--- config.mk ---
export PLATFORM = sky130hd
export DESIGN_NAME = fwpg_ctrl
export DESIGN_NICKNAME = d
export VERILOG_FILES = /design/src/include/fwpg_pkg.sv /design/src/design/fwpg_cycle.sv /design/src/design/fwpg_ctrl.sv
export SDC_FILE = /design/constraint.sdc
export NUM_CORES = 1
export LEC_CHECK = 0
export ABC_AREA = 1
export ABC_CLOCK_PERIOD_IN_PS = 3010
export BUFFER_PORTS_ARGS = -buffer_cell sky130_fd_sc_hd__buf_2
export CORE_UTILIZATION = 60
export CTS_BUF_LIST = sky130_fd_sc_hd__clkbuf_8 sky130_fd_sc_hd__clkbuf_16
export CTS_CLUSTER_DIAMETER = 30
export DETAILED_ROUTE_END_ITERATION = 8
export MAX_ROUTING_LAYER = met4
export PLACE_DENSITY = 0.95
export SYNTH_ARGS = -nofsm -noshare
export SYNTH_HDL_FRONTEND = slang
export SYNTH_SLANG_ARGS = --single-unit
--- constraint.sdc ---
create_clock -name mclk -period 3.01 [get_ports mclk]
set_clock_uncertainty 0.15 [all_clocks]
set_input_delay 0.1505 -clock mclk [delete_from_list [all_inputs] [get_ports mclk]]
set_output_delay 0.1505 -clock mclk [all_outputs]
set_load 0.05 [all_outputs]
--- src/include/fwpg_pkg.sv ---
// fwpg_pkg: shared constants, command enum and carrier structs for the
// flash write protection gating controller.
// assumes a 16-bit word-mode NOR flash with 21 word address lines.
package fwpg_pkg;

  // ----------------------------------------------------------------
  // widths and register map
  // ----------------------------------------------------------------
  localparam int ADDR_W = 21;
  localparam int DATA_W = 16;

  localparam logic [2:0] REG_CTRL   = 3'h0;
  localparam logic [2:0] REG_ADDR   = 3'h1;
  localparam logic [2:0] REG_WDATA  = 3'h2;
  localparam logic [2:0] REG_CMD    = 3'h3;
  localparam logic [2:0] REG_STATUS = 3'h4;
  localparam logic [2:0] REG_RDATA  = 3'h5;

  localparam int CTRL_WP_BIT  = 0;
  localparam int CTRL_HV_BIT  = 1;
  localparam int CTRL_TOP_BIT = 2;
  localparam logic [2:0] CTRL_RESET = 3'h1;

  localparam int ST_BUSY   = 0;
  localparam int ST_SECURE = 1;
  localparam int ST_ERR    = 2;
  localparam int ST_PWR    = 3;
  localparam int ST_SUPPLY = 4;

  // ----------------------------------------------------------------
  // commands and bus codes
  // ----------------------------------------------------------------
  typedef enum logic [2:0] {
    CMD_READ, CMD_PROG, CMD_ERASE, CMD_ENTER, CMD_EXIT, CMD_LOCK, CMD_HWRST
  } fwpg_cmd_type;
  localparam logic [2:0] CMD_LAST = 3'h6;

  localparam logic [ADDR_W-1:0] UNLOCK_A1 = 21'h000555;
  localparam logic [ADDR_W-1:0] UNLOCK_A2 = 21'h0002aa;
  localparam logic [DATA_W-1:0] UNLOCK_D1 = 16'h00aa;
  localparam logic [DATA_W-1:0] UNLOCK_D2 = 16'h0055;
  localparam logic [DATA_W-1:0] PROG_CODE = 16'h00a0;
  localparam logic [DATA_W-1:0] ERASE_CODE = 16'h0080;
  localparam logic [DATA_W-1:0] ERASE_CONF = 16'h0030;
  localparam logic [DATA_W-1:0] ENTER_CODE = 16'h0088;
  localparam logic [DATA_W-1:0] EXIT_CODE  = 16'h0090;
  localparam logic [DATA_W-1:0] EXIT_CONF  = 16'h0000;
  localparam logic [DATA_W-1:0] LOCK_CODE  = 16'h0060;

  // ----------------------------------------------------------------
  // address windows (word addresses)
  // ----------------------------------------------------------------
  localparam logic [ADDR_W-1:0] BOT_PAIR_END = 21'h001fff; // two 8 Kbyte sectors
  localparam logic [ADDR_W-1:0] TOP_PAIR_BASE = 21'h1fe000;
  localparam logic [ADDR_W-1:0] BOT_SEC_END  = 21'h007fff; // 64 Kbyte secure region
  localparam logic [ADDR_W-1:0] TOP_SEC_BASE = 21'h1f8000;

  // ----------------------------------------------------------------
  // timing
  // ----------------------------------------------------------------
  localparam int CLK_NS       = 10;
  localparam int WE_LOW_NS    = 30;
  localparam int WE_CYC       = (WE_LOW_NS + CLK_NS - 1) / CLK_NS;
  localparam int READ_NS      = 120;
  localparam int READ_CYC     = (READ_NS + CLK_NS - 1) / CLK_NS;
  localparam int RST_LOW_NS   = 500;
  localparam int RST_CYC      = (RST_LOW_NS + CLK_NS - 1) / CLK_NS;
  localparam int SETTLE_NS    = 100;
  localparam int SETTLE_CYC   = (SETTLE_NS + CLK_NS - 1) / CLK_NS;
  localparam int POWERUP_US   = 50;
  localparam int POWERUP_CYC  = (POWERUP_US * 1000 + CLK_NS - 1) / CLK_NS;

  // ----------------------------------------------------------------
  // carriers
  // ----------------------------------------------------------------
  typedef struct packed {
    logic              wr;
    logic [ADDR_W-1:0] addr;
    logic [DATA_W-1:0] data;
  } fwpg_cyc_type;

  typedef struct packed {
    fwpg_cyc_type cyc;
    logic         last;
  } fwpg_step_type;

  typedef struct packed {
    logic              ce_n;
    logic              oe_n;
    logic              we_n;
    logic [ADDR_W-1:0] addr;
    logic [DATA_W-1:0] dq_out;
    logic              dq_oe;
  } fwpg_pins_type;

  localparam fwpg_pins_type PINS_IDLE = '{ce_n: 1'b1, oe_n: 1'b1, we_n: 1'b1,
                                          addr: '0, dq_out: '0, dq_oe: 1'b0};

endpackage

--- src/design/fwpg_cycle.sv ---
// fwpg_cycle: runs one asynchronous flash bus cycle, write or read.
// assumes the dq input comes straight from the pins of the flash.
`timescale 1ns/10ps
module fwpg_cycle
#(
  parameter int WE_CYC   = fwpg_pkg::WE_CYC,
  parameter int READ_CYC = fwpg_pkg::READ_CYC
)
(
  input  wire logic                    mclk,
  input  wire logic                    sys_rst,
  input  wire logic                    go,
  input  wire fwpg_pkg::fwpg_cyc_type  req,
  input  wire logic [15:0]             dq_in,
  output fwpg_pkg::fwpg_pins_type      pins,
  output logic                         done,
  output logic [15:0]                  rdata
);

  typedef enum logic [1:0] {E_IDLE, E_SETUP, E_STROBE, E_HOLD} fwpg_eng_type;

  localparam int CW = $clog2(READ_CYC + 3);

  fwpg_eng_type   st_r;
  logic [CW-1:0]  cnt_r;
  logic           wr_r;
  logic [15:0]    dq_s1_r;
  logic [15:0]    dq_s2_r;

  // ----------------------------------------------------------------
  // pin input synchroniser
  // ----------------------------------------------------------------
  // two flops before the data is read
  always_ff @(posedge mclk)
  begin
    dq_s1_r <= dq_in;
    dq_s2_r <= dq_s1_r;
  end

  // ----------------------------------------------------------------
  // cycle sequencer
  // ----------------------------------------------------------------
  // ce low first, then a single strobe, then release; oe held high on writes
  always_ff @(posedge mclk)
  begin
    if (sys_rst)
    begin
      st_r  <= E_IDLE;
      cnt_r <= '0;
      wr_r  <= 1'b0;
      pins  <= fwpg_pkg::PINS_IDLE;
      done  <= 1'b0;
      rdata <= '0;
    end
    else
    begin
      done <= 1'b0;
      case (st_r)
        E_IDLE:
        begin
          if (go)
          begin
            pins.ce_n   <= 1'b0;
            pins.addr   <= req.addr;
            pins.dq_out <= req.data;
            pins.dq_oe  <= req.wr;
            wr_r        <= req.wr;
            st_r        <= E_SETUP;
          end
        end
        E_SETUP:
        begin
          if (wr_r)
          begin
            pins.we_n <= 1'b0;
            cnt_r     <= CW'(WE_CYC - 1);
          end
          else
          begin
            pins.oe_n <= 1'b0;
            cnt_r     <= CW'(READ_CYC + 1); // access time plus sync delay
          end
          st_r <= E_STROBE;
        end
        E_STROBE:
        begin
          if (cnt_r == '0)
          begin
            pins.we_n <= 1'b1;
            pins.oe_n <= 1'b1;
            if (!wr_r)
              rdata <= dq_s2_r;
            st_r <= E_HOLD;
          end
          else
            cnt_r <= cnt_r - 1'b1;
        end
        E_HOLD:
        begin
          pins.ce_n  <= 1'b1;
          pins.dq_oe <= 1'b0;
          done       <= 1'b1;
          st_r       <= E_IDLE;
        end
        default: st_r <= E_IDLE;
      endcase
    end
  end

  a_write_window: assert property (@(posedge mclk) disable iff (sys_rst)
    !pins.we_n |-> (!pins.ce_n && pins.oe_n && pins.dq_oe))
    else $error("we low without ce low and oe high");

  a_we_pulse_width: assert property (@(posedge mclk) disable iff (sys_rst)
    $fell(pins.we_n) |-> !pins.we_n [*3] ##1 pins.we_n)
    else $error("we low pulse not three cycles");

  a_oe_we_apart: assert property (@(posedge mclk) disable iff (sys_rst)
    !(!pins.oe_n && !pins.we_n))
    else $error("oe and we low together");

endmodule

--- src/design/fwpg_ctrl.sv ---
// fwpg_ctrl: host side controller that drives a dual-bank NOR flash and
// keeps program and erase within the flash's write protection scheme.
// assumes an external level shifter raises the reset pin when hv_en is high
// and a supply comparator reports the lockout level.
//
// How it works
// - after enter sequence, secure region locks with reset pin high or elevated.
// - host issues exit sequence before touching the rest of the array.
// - program and erase need the unlock cycles first.
// - writes need chip and write enable low with output enable high.
`timescale 1ns/10ps
module fwpg_ctrl
#(
  parameter int POWERUP_CYC = fwpg_pkg::POWERUP_CYC
)
(
  input  wire logic        mclk,
  input  wire logic        sys_rst,
  input  wire logic [2:0]  reg_addr,
  input  wire logic [31:0] reg_wdata,
  input  wire logic        reg_wr,
  input  wire logic        reg_rd,
  output logic [31:0]      reg_rdata,
  output logic             flash_ce_n,
  output logic             flash_oe_n,
  output logic             flash_we_n,
  output logic [20:0]      flash_addr,
  output logic [15:0]      flash_dq_out,
  output logic             flash_dq_oe,
  input  wire logic [15:0] flash_dq_in,
  output logic             flash_rst_n,
  output logic             flash_hv_en,
  output logic             write_protect_accel_pin,
  input  wire logic        flash_busy_n,
  input  wire logic        supply_above_lockout
);

  typedef enum logic [2:0] {
    T_POWERUP, T_IDLE, T_ISSUE, T_WAIT, T_SETTLE, T_POLL, T_RST
  } fwpg_seq_type;

  localparam int PW = $clog2(POWERUP_CYC + 1);

  fwpg_seq_type             st_r;
  logic [PW-1:0]            cnt_r;
  logic [2:0]               ctrl_r;
  logic [20:0]              addr_r;
  logic [15:0]              wdata_r;
  fwpg_pkg::fwpg_cmd_type   cmd_r;
  logic [2:0]               step_r;
  logic                     err_r;
  logic                     secure_r;
  logic                     pwr_done_r;
  logic                     rst_pin_r;
  logic                     busy_s1_r;
  logic                     busy_s2_r;
  logic                     sup_s1_r;
  logic                     sup_s2_r;
  logic                     go;
  logic                     eng_done;
  logic [15:0]              eng_rdata;
  fwpg_pkg::fwpg_pins_type  pins;
  fwpg_pkg::fwpg_step_type  step;
  fwpg_pkg::fwpg_cmd_type   new_cmd;
  logic                     cmd_wr;
  logic                     in_pair;
  logic                     in_sec;
  logic                     refuse;

  // ----------------------------------------------------------------
  // pin input synchronisers
  // ----------------------------------------------------------------
  // two flops each for the ready line and the supply comparator
  always_ff @(posedge mclk)
  begin
    busy_s1_r <= flash_busy_n;
    busy_s2_r <= busy_s1_r;
    sup_s1_r  <= supply_above_lockout;
    sup_s2_r  <= sup_s1_r;
  end

  // ----------------------------------------------------------------
  // command steps
  // ----------------------------------------------------------------
  // bus cycle for a given command and step; unlock pair leads every write command
  function automatic fwpg_pkg::fwpg_step_type step_of(input fwpg_pkg::fwpg_cmd_type c,
                                                      input logic [2:0] s,
                                                      input logic [20:0] a,
                                                      input logic [15:0] d);
    fwpg_pkg::fwpg_step_type r;
    r = '{cyc: '{wr: 1'b1, addr: fwpg_pkg::UNLOCK_A1, data: fwpg_pkg::UNLOCK_D1}, last: 1'b0};
    case ({c, s})
      {fwpg_pkg::CMD_READ, 3'h0}:  r = '{cyc: '{wr: 1'b0, addr: a, data: '0}, last: 1'b1};
      {fwpg_pkg::CMD_PROG, 3'h1},
      {fwpg_pkg::CMD_ERASE, 3'h1},
      {fwpg_pkg::CMD_ERASE, 3'h4},
      {fwpg_pkg::CMD_ENTER, 3'h1},
      {fwpg_pkg::CMD_EXIT, 3'h1},
      {fwpg_pkg::CMD_LOCK, 3'h1}:  r.cyc = '{wr: 1'b1, addr: fwpg_pkg::UNLOCK_A2,
                                              data: fwpg_pkg::UNLOCK_D2};
      {fwpg_pkg::CMD_PROG, 3'h2}:  r.cyc.data = fwpg_pkg::PROG_CODE;
      {fwpg_pkg::CMD_PROG, 3'h3}:  r = '{cyc: '{wr: 1'b1, addr: a, data: d}, last: 1'b1};
      {fwpg_pkg::CMD_ERASE, 3'h2}: r.cyc.data = fwpg_pkg::ERASE_CODE;
      {fwpg_pkg::CMD_ERASE, 3'h5}: r = '{cyc: '{wr: 1'b1, addr: a, data: fwpg_pkg::ERASE_CONF},
                                         last: 1'b1};
      {fwpg_pkg::CMD_ENTER, 3'h2}: r = '{cyc: '{wr: 1'b1, addr: fwpg_pkg::UNLOCK_A1,
                                              data: fwpg_pkg::ENTER_CODE}, last: 1'b1};
      {fwpg_pkg::CMD_EXIT, 3'h2}:  r.cyc.data = fwpg_pkg::EXIT_CODE;
      {fwpg_pkg::CMD_EXIT, 3'h3}:  r = '{cyc: '{wr: 1'b1, addr: fwpg_pkg::UNLOCK_A1,
                                              data: fwpg_pkg::EXIT_CONF}, last: 1'b1};
      {fwpg_pkg::CMD_LOCK, 3'h2}:  r = '{cyc: '{wr: 1'b1, addr: a, data: fwpg_pkg::LOCK_CODE},
                                         last: 1'b1};
      default: ;
    endcase
    return r;
  endfunction

  assign step = step_of(cmd_r, step_r, addr_r, wdata_r);

  // ----------------------------------------------------------------
  // command gating
  // ----------------------------------------------------------------
  // refuse what the flash would drop or what would break the secure mapping
  assign cmd_wr  = reg_wr && (reg_addr == fwpg_pkg::REG_CMD);
  assign new_cmd = fwpg_pkg::fwpg_cmd_type'(reg_wdata[2:0]);
  assign in_pair = ctrl_r[fwpg_pkg::CTRL_TOP_BIT] ? (addr_r >= fwpg_pkg::TOP_PAIR_BASE)
                                                  : (addr_r <= fwpg_pkg::BOT_PAIR_END);
  assign in_sec  = ctrl_r[fwpg_pkg::CTRL_TOP_BIT] ? (addr_r >= fwpg_pkg::TOP_SEC_BASE)
                                                  : (addr_r <= fwpg_pkg::BOT_SEC_END);

  always_comb
  begin
    refuse = (st_r != T_IDLE) || !pwr_done_r || !sup_s2_r;
    if (reg_wdata[2:0] > fwpg_pkg::CMD_LAST)
      refuse = 1'b1;
    else if ((new_cmd == fwpg_pkg::CMD_PROG || new_cmd == fwpg_pkg::CMD_ERASE) &&
             !secure_r && in_pair && !ctrl_r[fwpg_pkg::CTRL_WP_BIT])
      refuse = 1'b1;
    else if (secure_r && !in_sec && (new_cmd == fwpg_pkg::CMD_READ ||
             new_cmd == fwpg_pkg::CMD_PROG || new_cmd == fwpg_pkg::CMD_ERASE))
      refuse = 1'b1;
    else if ((new_cmd == fwpg_pkg::CMD_LOCK || new_cmd == fwpg_pkg::CMD_EXIT) && !secure_r)
      refuse = 1'b1;
    else if (new_cmd == fwpg_pkg::CMD_ENTER && secure_r)
      refuse = 1'b1;
  end

  // ----------------------------------------------------------------
  // software registers
  // ----------------------------------------------------------------
  // control, address, data and last command result
  always_ff @(posedge mclk)
  begin
    if (sys_rst)
    begin
      ctrl_r  <= fwpg_pkg::CTRL_RESET;
      addr_r  <= '0;
      wdata_r <= '0;
      err_r   <= 1'b0;
    end
    else
    begin
      if (reg_wr && reg_addr == fwpg_pkg::REG_CTRL)
        ctrl_r <= reg_wdata[2:0];
      if (reg_wr && reg_addr == fwpg_pkg::REG_ADDR)
        addr_r <= reg_wdata[20:0];
      if (reg_wr && reg_addr == fwpg_pkg::REG_WDATA)
        wdata_r <= reg_wdata[15:0];
      if (cmd_wr)
        err_r <= refuse;
    end
  end

  // read data one cycle after the strobe; unmapped reads give zero
  always_ff @(posedge mclk)
  begin
    if (sys_rst)
      reg_rdata <= '0;
    else if (reg_rd)
      case (reg_addr)
        fwpg_pkg::REG_CTRL:   reg_rdata <= {29'h0, ctrl_r};
        fwpg_pkg::REG_ADDR:   reg_rdata <= {11'h0, addr_r};
        fwpg_pkg::REG_WDATA:  reg_rdata <= {16'h0, wdata_r};
        fwpg_pkg::REG_CMD:    reg_rdata <= {29'h0, cmd_r};
        fwpg_pkg::REG_STATUS: reg_rdata <= {27'h0, sup_s2_r, pwr_done_r, err_r, secure_r,
                                            st_r != T_IDLE};
        fwpg_pkg::REG_RDATA:  reg_rdata <= {16'h0, eng_rdata};
        default:              reg_rdata <= '0;
      endcase
    else
      reg_rdata <= '0;
  end

  // ----------------------------------------------------------------
  // secure region mapping tracker
  // ----------------------------------------------------------------
  // mapping set by the enter sequence, dropped by exit, reset or supply loss
  always_ff @(posedge mclk)
  begin
    if (sys_rst || !sup_s2_r || st_r == T_RST)
      secure_r <= 1'b0;
    else if (eng_done && step.last && cmd_r == fwpg_pkg::CMD_ENTER)
      secure_r <= 1'b1;
    else if (eng_done && step.last && cmd_r == fwpg_pkg::CMD_EXIT)
      secure_r <= 1'b0;
  end

  // ----------------------------------------------------------------
  // sequencer
  // ----------------------------------------------------------------
  // power-up hold, then one command at a time, polling ready after program, erase and lock
  always_ff @(posedge mclk)
  begin
    if (sys_rst)
    begin
      st_r       <= T_POWERUP;
      cnt_r      <= '0;
      cmd_r      <= fwpg_pkg::CMD_READ;
      step_r     <= '0;
      go         <= 1'b0;
      pwr_done_r <= 1'b0;
      rst_pin_r  <= 1'b0;
    end
    else
    begin
      go <= 1'b0;
      case (st_r)
        T_POWERUP, T_RST:
        begin
          cnt_r <= cnt_r + 1'b1;
          if (cnt_r == PW'(fwpg_pkg::RST_CYC - 1))
            rst_pin_r <= 1'b1;
          if ((st_r == T_RST && cnt_r == PW'(fwpg_pkg::RST_CYC)) ||
              cnt_r == PW'(POWERUP_CYC - 1))
          begin
            pwr_done_r <= 1'b1;
            st_r       <= T_IDLE;
          end
        end
        T_IDLE:
        begin
          cnt_r  <= '0;
          step_r <= '0;
          if (cmd_wr && !refuse)
          begin
            cmd_r <= new_cmd;
            if (new_cmd == fwpg_pkg::CMD_HWRST)
            begin
              rst_pin_r <= 1'b0;
              st_r      <= T_RST;
            end
            else
            begin
              go   <= 1'b1;
              st_r <= T_WAIT;
            end
          end
        end
        T_ISSUE:
        begin
          go   <= 1'b1;
          st_r <= T_WAIT;
        end
        T_WAIT:
        begin
          if (eng_done && !step.last)
          begin
            step_r <= step_r + 1'b1;
            st_r   <= T_ISSUE;
          end
          else if (eng_done && cmd_r inside {fwpg_pkg::CMD_PROG, fwpg_pkg::CMD_ERASE,
                                             fwpg_pkg::CMD_LOCK})
            st_r <= T_SETTLE;
          else if (eng_done)
            st_r <= T_IDLE;
        end
        T_SETTLE:
        begin
          cnt_r <= cnt_r + 1'b1;
          if (cnt_r == PW'(fwpg_pkg::SETTLE_CYC - 1))
            st_r <= T_POLL;
        end
        T_POLL:
        begin
          if (busy_s2_r)
            st_r <= T_IDLE;
        end
        default: st_r <= T_IDLE;
      endcase
    end
  end

  fwpg_cycle u_cycle (
    .mclk    (mclk),
    .sys_rst (sys_rst),
    .go      (go),
    .req     (step.cyc),
    .dq_in   (flash_dq_in),
    .pins    (pins),
    .done    (eng_done),
    .rdata   (eng_rdata)
  );

  // pins straight from the engine and control flops
  assign flash_ce_n              = pins.ce_n;
  assign flash_oe_n              = pins.oe_n;
  assign flash_we_n              = pins.we_n;
  assign flash_addr              = pins.addr;
  assign flash_dq_out            = pins.dq_out;
  assign flash_dq_oe             = pins.dq_oe;
  assign flash_rst_n             = rst_pin_r;
  assign flash_hv_en             = ctrl_r[fwpg_pkg::CTRL_HV_BIT];
  assign write_protect_accel_pin = ctrl_r[fwpg_pkg::CTRL_WP_BIT];

  a_powerup_quiet: assert property (@(posedge mclk) disable iff (sys_rst)
    !pwr_done_r |-> (flash_we_n && flash_ce_n && st_r == T_POWERUP))
    else $error("flash strobed during power-up");

  a_wp_pin_track: assert property (@(posedge mclk) disable iff (sys_rst)
    (reg_wr && reg_addr == fwpg_pkg::REG_CTRL) |=>
      write_protect_accel_pin == $past(reg_wdata[0]))
    else $error("write protect pin not following control");

  a_boot_refused: assert property (@(posedge mclk) disable iff (sys_rst)
    (cmd_wr && st_r == T_IDLE && new_cmd == fwpg_pkg::CMD_PROG && in_pair && !secure_r &&
     !write_protect_accel_pin) |=> (err_r && st_r == T_IDLE && flash_we_n))
    else $error("boot pair write issued with protect low");

  a_unlock_lead: assert property (@(posedge mclk) disable iff (sys_rst)
    (go && step_r == 3'h0 && cmd_r != fwpg_pkg::CMD_READ) |->
      (step.cyc.addr == fwpg_pkg::UNLOCK_A1 && step.cyc.data == fwpg_pkg::UNLOCK_D1))
    else $error("write command without leading unlock cycle");

  a_secure_window: assert property (@(posedge mclk) disable iff (sys_rst)
    (go && secure_r && cmd_r == fwpg_pkg::CMD_READ) |-> in_sec)
    else $error("array read while secure region mapped");

  a_supply_refuse: assert property (@(posedge mclk) disable iff (sys_rst)
    (cmd_wr && !sup_s2_r) |=> (err_r && !go) ##1 !go)
    else $error("command taken below supply lockout");

  a_lock_secure: assert property (@(posedge mclk) disable iff (sys_rst)
    (go && cmd_r == fwpg_pkg::CMD_LOCK) |-> (secure_r && flash_rst_n))
    else $error("lock issued outside secure mapping");

  a_reset_unmaps: assert property (@(posedge mclk) disable iff (sys_rst)
    (st_r == T_RST) |=> !secure_r ##[1:100] rst_pin_r)
    else $error("hardware reset left mapping or pin low");

endmodule

# Word-level counts from Yosys, hierarchy flattened

Cells that the tools add are included.

Register bits after elaboration: 200
Input port bits: 57
Word-level logic and storage cells: 209

Add/subtract/negate cells: 3
$lt $le $gt $ge: 5
Equality and inequality tests: 57
Mux-type cells: 46
Bitwise logic cells: 2
Reductions and logical operators: 66

Operator list:

| cell                                                                                | number |
|---|---|
| 16-bit case mux with 9 select lines                                                 | 1 |
| 21-bit case mux with 6 select lines                                                 | 1 |
| 22-bit case mux with 3 select lines                                                 | 1 |
| 21-bit greater-or-equal comparator (second input constant)                          | 2 |
| 6-bit by 5-bit equality test with 1-bit output (second input constant)              | 6 |
| 3-bit equality test (second input constant)                                         | 10 |
| 6-bit equality test (second input constant)                                         | 5 |
| 3-bit 2-to-1 mux                                                                    | 9 |
| 13-bit by 6-bit equality test with 1-bit output (second input constant)             | 2 |
| 13-bit case mux with 2 select lines                                                 | 1 |
| 3-bit by 2-bit equality test with 1-bit output (second input constant)              | 8 |
| 21-bit by 13-bit less-or-equal comparator with 1-bit output (second input constant) | 1 |
| 21-bit by 15-bit less-or-equal comparator with 1-bit output (second input constant) | 1 |
| 1-bit 2-to-1 mux                                                                    | 20 |
| 2-bit != test (second input constant)                                               | 10 |
| 6-bit by 4-bit equality test with 1-bit output (second input constant)              | 3 |
| 1-bit logical AND                                                                   | 18 |
| 3-bit case mux with 6 select lines                                                  | 1 |
| 2-bit AND reduction                                                                 | 7 |
| 13-bit by 1-bit adder with 13-bit output (second input constant)                    | 1 |
| 13-bit equality test (second input constant)                                        | 1 |
| 13-bit by 4-bit equality test with 1-bit output (second input constant)             | 1 |
| 3-bit by 1-bit equality test with 1-bit output (second input constant)              | 4 |
| 2-bit nonzero test                                                                  | 6 |
| 29 further kinds                                                                    | 59 |

# Longest topological paths before layout

Depth in word-level cells: 12
Depth in mapped cells: 12

# By module

From an unflattened synthesis, not the netlist that was laid out.

Cells, all modules: 1019
Area, all modules: 7928.9 µm²

By module, submodules not included:

| module     | instances | cells each | area an instance (µm²) | sequential area each (µm²) |
|---|---|---|---|---|
| fwpg_ctrl  | 1         | 667        | 4659.5                 | 1841.8 |
| fwpg_cycle | 1         | 352        | 3269.4                 | 1941.9 |

# Worst setup path after synthesis

Ideal clock, no wire load.

Path type: register -> register
Start point: reg u_cycle.cnt_r[0]
End point: reg u_cycle.rdata[2]
Library setup time: 129 ps
Arrival time: 1368 ps
Required time: 2731 ps
Setup slack: 1364 ps
Stages on the path, launching flop included: 11
Clock period less this slack: 1646 ps
Cells stage by stage: dfxtp_1 -> inv_1 -> ha_1 -> inv_1 -> nor3_1 -> nand2_1 -> nor2_1 -> inv_1 -> clkbuf_1 -> o21ai_0 -> a21oi_1

Longest elaborated chain between the ends: 2

Ends and longest elaborated chain:

| element                       | line             | source |
|---|---|---|
| start: declaration            | fwpg_cycle.sv:25 | `logic [CW-1:0] cnt_r;` |
| start signal: assignment      | fwpg_cycle.sv:76 | `cnt_r <= CW'(WE_CYC - 1);` |
| start signal: assignment      | fwpg_cycle.sv:81 | `cnt_r <= CW'(READ_CYC + 1);` |
| start signal: assignment      | fwpg_cycle.sv:96 | `cnt_r <= cnt_r - 1'b1;` |
| 4-bit logical NOT             | fwpg_cycle.sv:87 | `if (cnt_r == '0)` |
| 3-bit AND reduction (no line) | --               |  |
| end signal: assignment        | fwpg_cycle.sv:92 | `rdata <= dq_s2_r;` |
| end: declaration              | fwpg_cycle.sv:17 | `output logic [15:0] rdata` |

Every way passes these cells.
A chain may end at the register's enable or synchronous reset.

# Worst setup path after layout

Start point: reg u_cycle.cnt_r[0]
End point: reg u_cycle.rdata[3]

Same word-level chain as after synthesis.

==> flow_metrics.tcl <==
set metrics [dict create \
    cts_root_buf "clkbuf_16" \
    ys_types 42 \
    fin_hold_ws_ps 107 \
    fp.dieH_microns 114 \
    die_area_sq_mm 0.0130 \
    timing_worst_setup_path_type "register to register" \
    synth_top_area_share_pct 50.2 \
    slew_viol_final 0 \
    grt_pass1_vias 7025 \
    fillers 797 \
    areaGrowthSynthToFinish_pct 21.7 \
    power.density_mw_per_mm2 699 \
    status "complete, but fails checks" \
    port-buffer-count 110 \
    setup.worst_path.end_class "register" \
    grt-ovfl-total 0 \
    yosysTopAreaCell "dfxtp_1" \
    cts_buffers 17 \
    dp_cells 1229 \
    tns_ps 0 \
    antenna_found_initial 0 \
    wl_per_cell_microns 16.1 \
    ys_top_cells_by_count "dfxtp_1 (189), nand2_1 (186), nor2_1 (129)" \
    final_hold_viol_count 0 \
    ff2ff_path_depth 10 \
    max_slew_margin_pct 55.8 \
    tightest_slew_ps 660 \
    antenna_cells 0 \
    post-place-ws_ps 899 \
    die_x_microns 114 \
    drv_cap 0 \
    drtIter0Drc 1120 \
    core_sq_mm 0.0121 \
    clk_path_buf_depth 2 \
    num_vias 7362 \
    synthCells 983 \
    hpwl_microns 13200 \
    violations "DRC" \
    critPathMaxFanout 21 \
    ys_seq_elements 189 \
    hold_class "primary input to register" \
    post-route-worst-setup-slack_ps 844 \
    irDropWorstVdd_mv 0.520 \
    grt_pass1_wl_microns 33700 \
    critPathLaunchType "register" \
    timing.fmax_ghz 0.462 \
    firstDrtPassIters 9 \
    gp_congestion 0.950 \
    cts_max_level 4 \
    yosys-top-cells-area "dfxtp_1 (50%), nand2_1 (9.3%), nor2_1 (6.4%), o21ai_0 (6.2%), a21oi_1 (5.6%)" \
    cts_tree "done" \
    rsz0062_at_grt "no" \
    grt_max_degree 49 \
    yosysWarnings 0 \
    syn_avg_cell_area_sq_um 7.67 \
    num_rows 40 \
    postRouteAntennaNets 0 \
    nets 1193 \
    setup_viol_count_final 0 \
    post-route-period-util_pct 72.0 \
    crit_required_ps 3170 \
    clk_pin_slew_ps 70 \
    period_minus_slack_ps 2170 \
    synth-edff-count 0 \
    clk_latency_ps 460 \
    stdcell_count 1305 \
    ys.flop_type "dfxtp_1" \
    hold_depth 3 \
    cts_setup_buffers 0 \
    num_io_pins 133 \
    cts_sinks 189 \
    route.detailed.drc 2 \
    wl_microns 21000 \
    grt_usage_pct 34.6 \
    power_leakage_nw 4.12 \
    critPathArrivalTime_ps 2330 \
    initial_core_util_pct 62.2 \
    final_layout_size_suffix_gt1_share_pct 16.2 \
    synth-async-reset-ratio_pct 0 \
    syn-cell-area_sq_mm 0.00754 \
    finish.utilization_pct 75.7 \
    yosysSeqAreaShare_pct 50.2 \
    via_per_inst 5.64 \
    yosysMostFrequentCell "dfxtp_1" \
]
[registers in the layout, summed over array words and instances, names as in the netlist, 2 cells and up]
name / cells
step_r: 3
wdata_r: 16
u_cycle.cnt_r: 4
u_cycle.pins: 41
u_cycle.rdata: 16
addr_r: 21
u_cycle.dq_s1_r: 16
st_r: 3
u_cycle.st_r: 2
u_cycle.dq_s2_r: 16
ctrl_r: 3
cmd_r: 3
cnt_r: 13
reg_rdata: 21
[critical path, cell delays in order (launching register included)]
cell and delay (ps):
dfxtp_1 300, inv_1 100, ha_1 180, inv_1 60, nor3_1 210, nand2_1 120
nor2_1 130, buf_4 210, inv_1 260, o21ai_0 250, a21oi_1 60
[per-stage QoR]
stage	cell area, sq um	total power, W
after global routing	9170	0.00666
final	9170	0.00641
after floorplan	7570	0.00378
after global placement	8130	0.00400
after CTS	9170	0.00636
after detailed placement	8130	0.00405
[final cells by class]
type	count	area (sq um)	area share, %
Timing Repair Buffer	160	1040	11.3
Multi-Input combinational cell	651	3140	34.3
Clock inverter	13	150	1.64
Inverter	105	395	4.31
Tap cell	168	210	2.29
Sequential cell	189	3780	41.3
Clock buffer	19	453	4.94
[what timing repair did]
item,in CTS,in global routing
resized for setup,0,0
hold buffers,44,0
endpoints found under the hold margin,66,0
[cells by family (layout without fill, tap and decap cells)]
| group | Yosys count | after routing | synth area share (%) |
|---|---|---|---|
| AND/OR/NAND/NOR | 407 | 407 | 23.1 |
| AO/OA/AOI/OAI | 221 | 221 | 16.0 |
| flip-flops | 189 | 189 | 50.2 |
| buffers and inverters | 153 | 297 | 8.60 |
| adder cells (fa/ha/maj) | 12 | 12 | 1.99 |
| other | 1 | 11 | 0.0498 |
[cell usage in the layout (no fill, tap or decap), drive strengths merged]
cell and n:
o221ai 2, clkinv 5, bufinv 2, a41oi 1
o311ai 1, o22ai 4, o21ai 99, o211ai 4
inv 109, a211oi 6, clkbuf 19, nand3b 1
nand3 54, a21oi 85, ha 12, a31oi 8
nor3 11, conb 11, clkinvlp 2, a22o 1
nand2 193, nor2 139, a22oi 2, nor4 1
or2 1, a221oi 8, buf 116, dlygate4sd3 44
dfxtp 189, nand4 7
[worst paths after layout]
path                                         start                 end  slack, ps
worst min register to register  u_cycle.dq_s1_r[4]  u_cycle.dq_s2_r[4]        180
worst min-delay path                        reg_rd        reg_rdata[0]        110
worst max register to register    u_cycle.cnt_r[0]    u_cycle.rdata[3]        840
worst max-delay path              u_cycle.cnt_r[0]    u_cycle.rdata[3]        840
[routing by layer]
metal  track usage, %  wire [microns]
met1             40.7            7910
met5                -               0
met4             19.9            1020
met3             10.2            2460
met2             52.9            9650
[power breakdown]
group | total, W | leakage, nW | switching [W] | internal [W]
clock | 0.00232 | 0.292 | 0.00104 | 0.00128
sequential | 0.00285 | 1.54 | 0.000136 | 0.00271
combinational | 0.00125 | 2.28 | 0.000862 | 0.000384
Power figures use the tool's default switching activity.
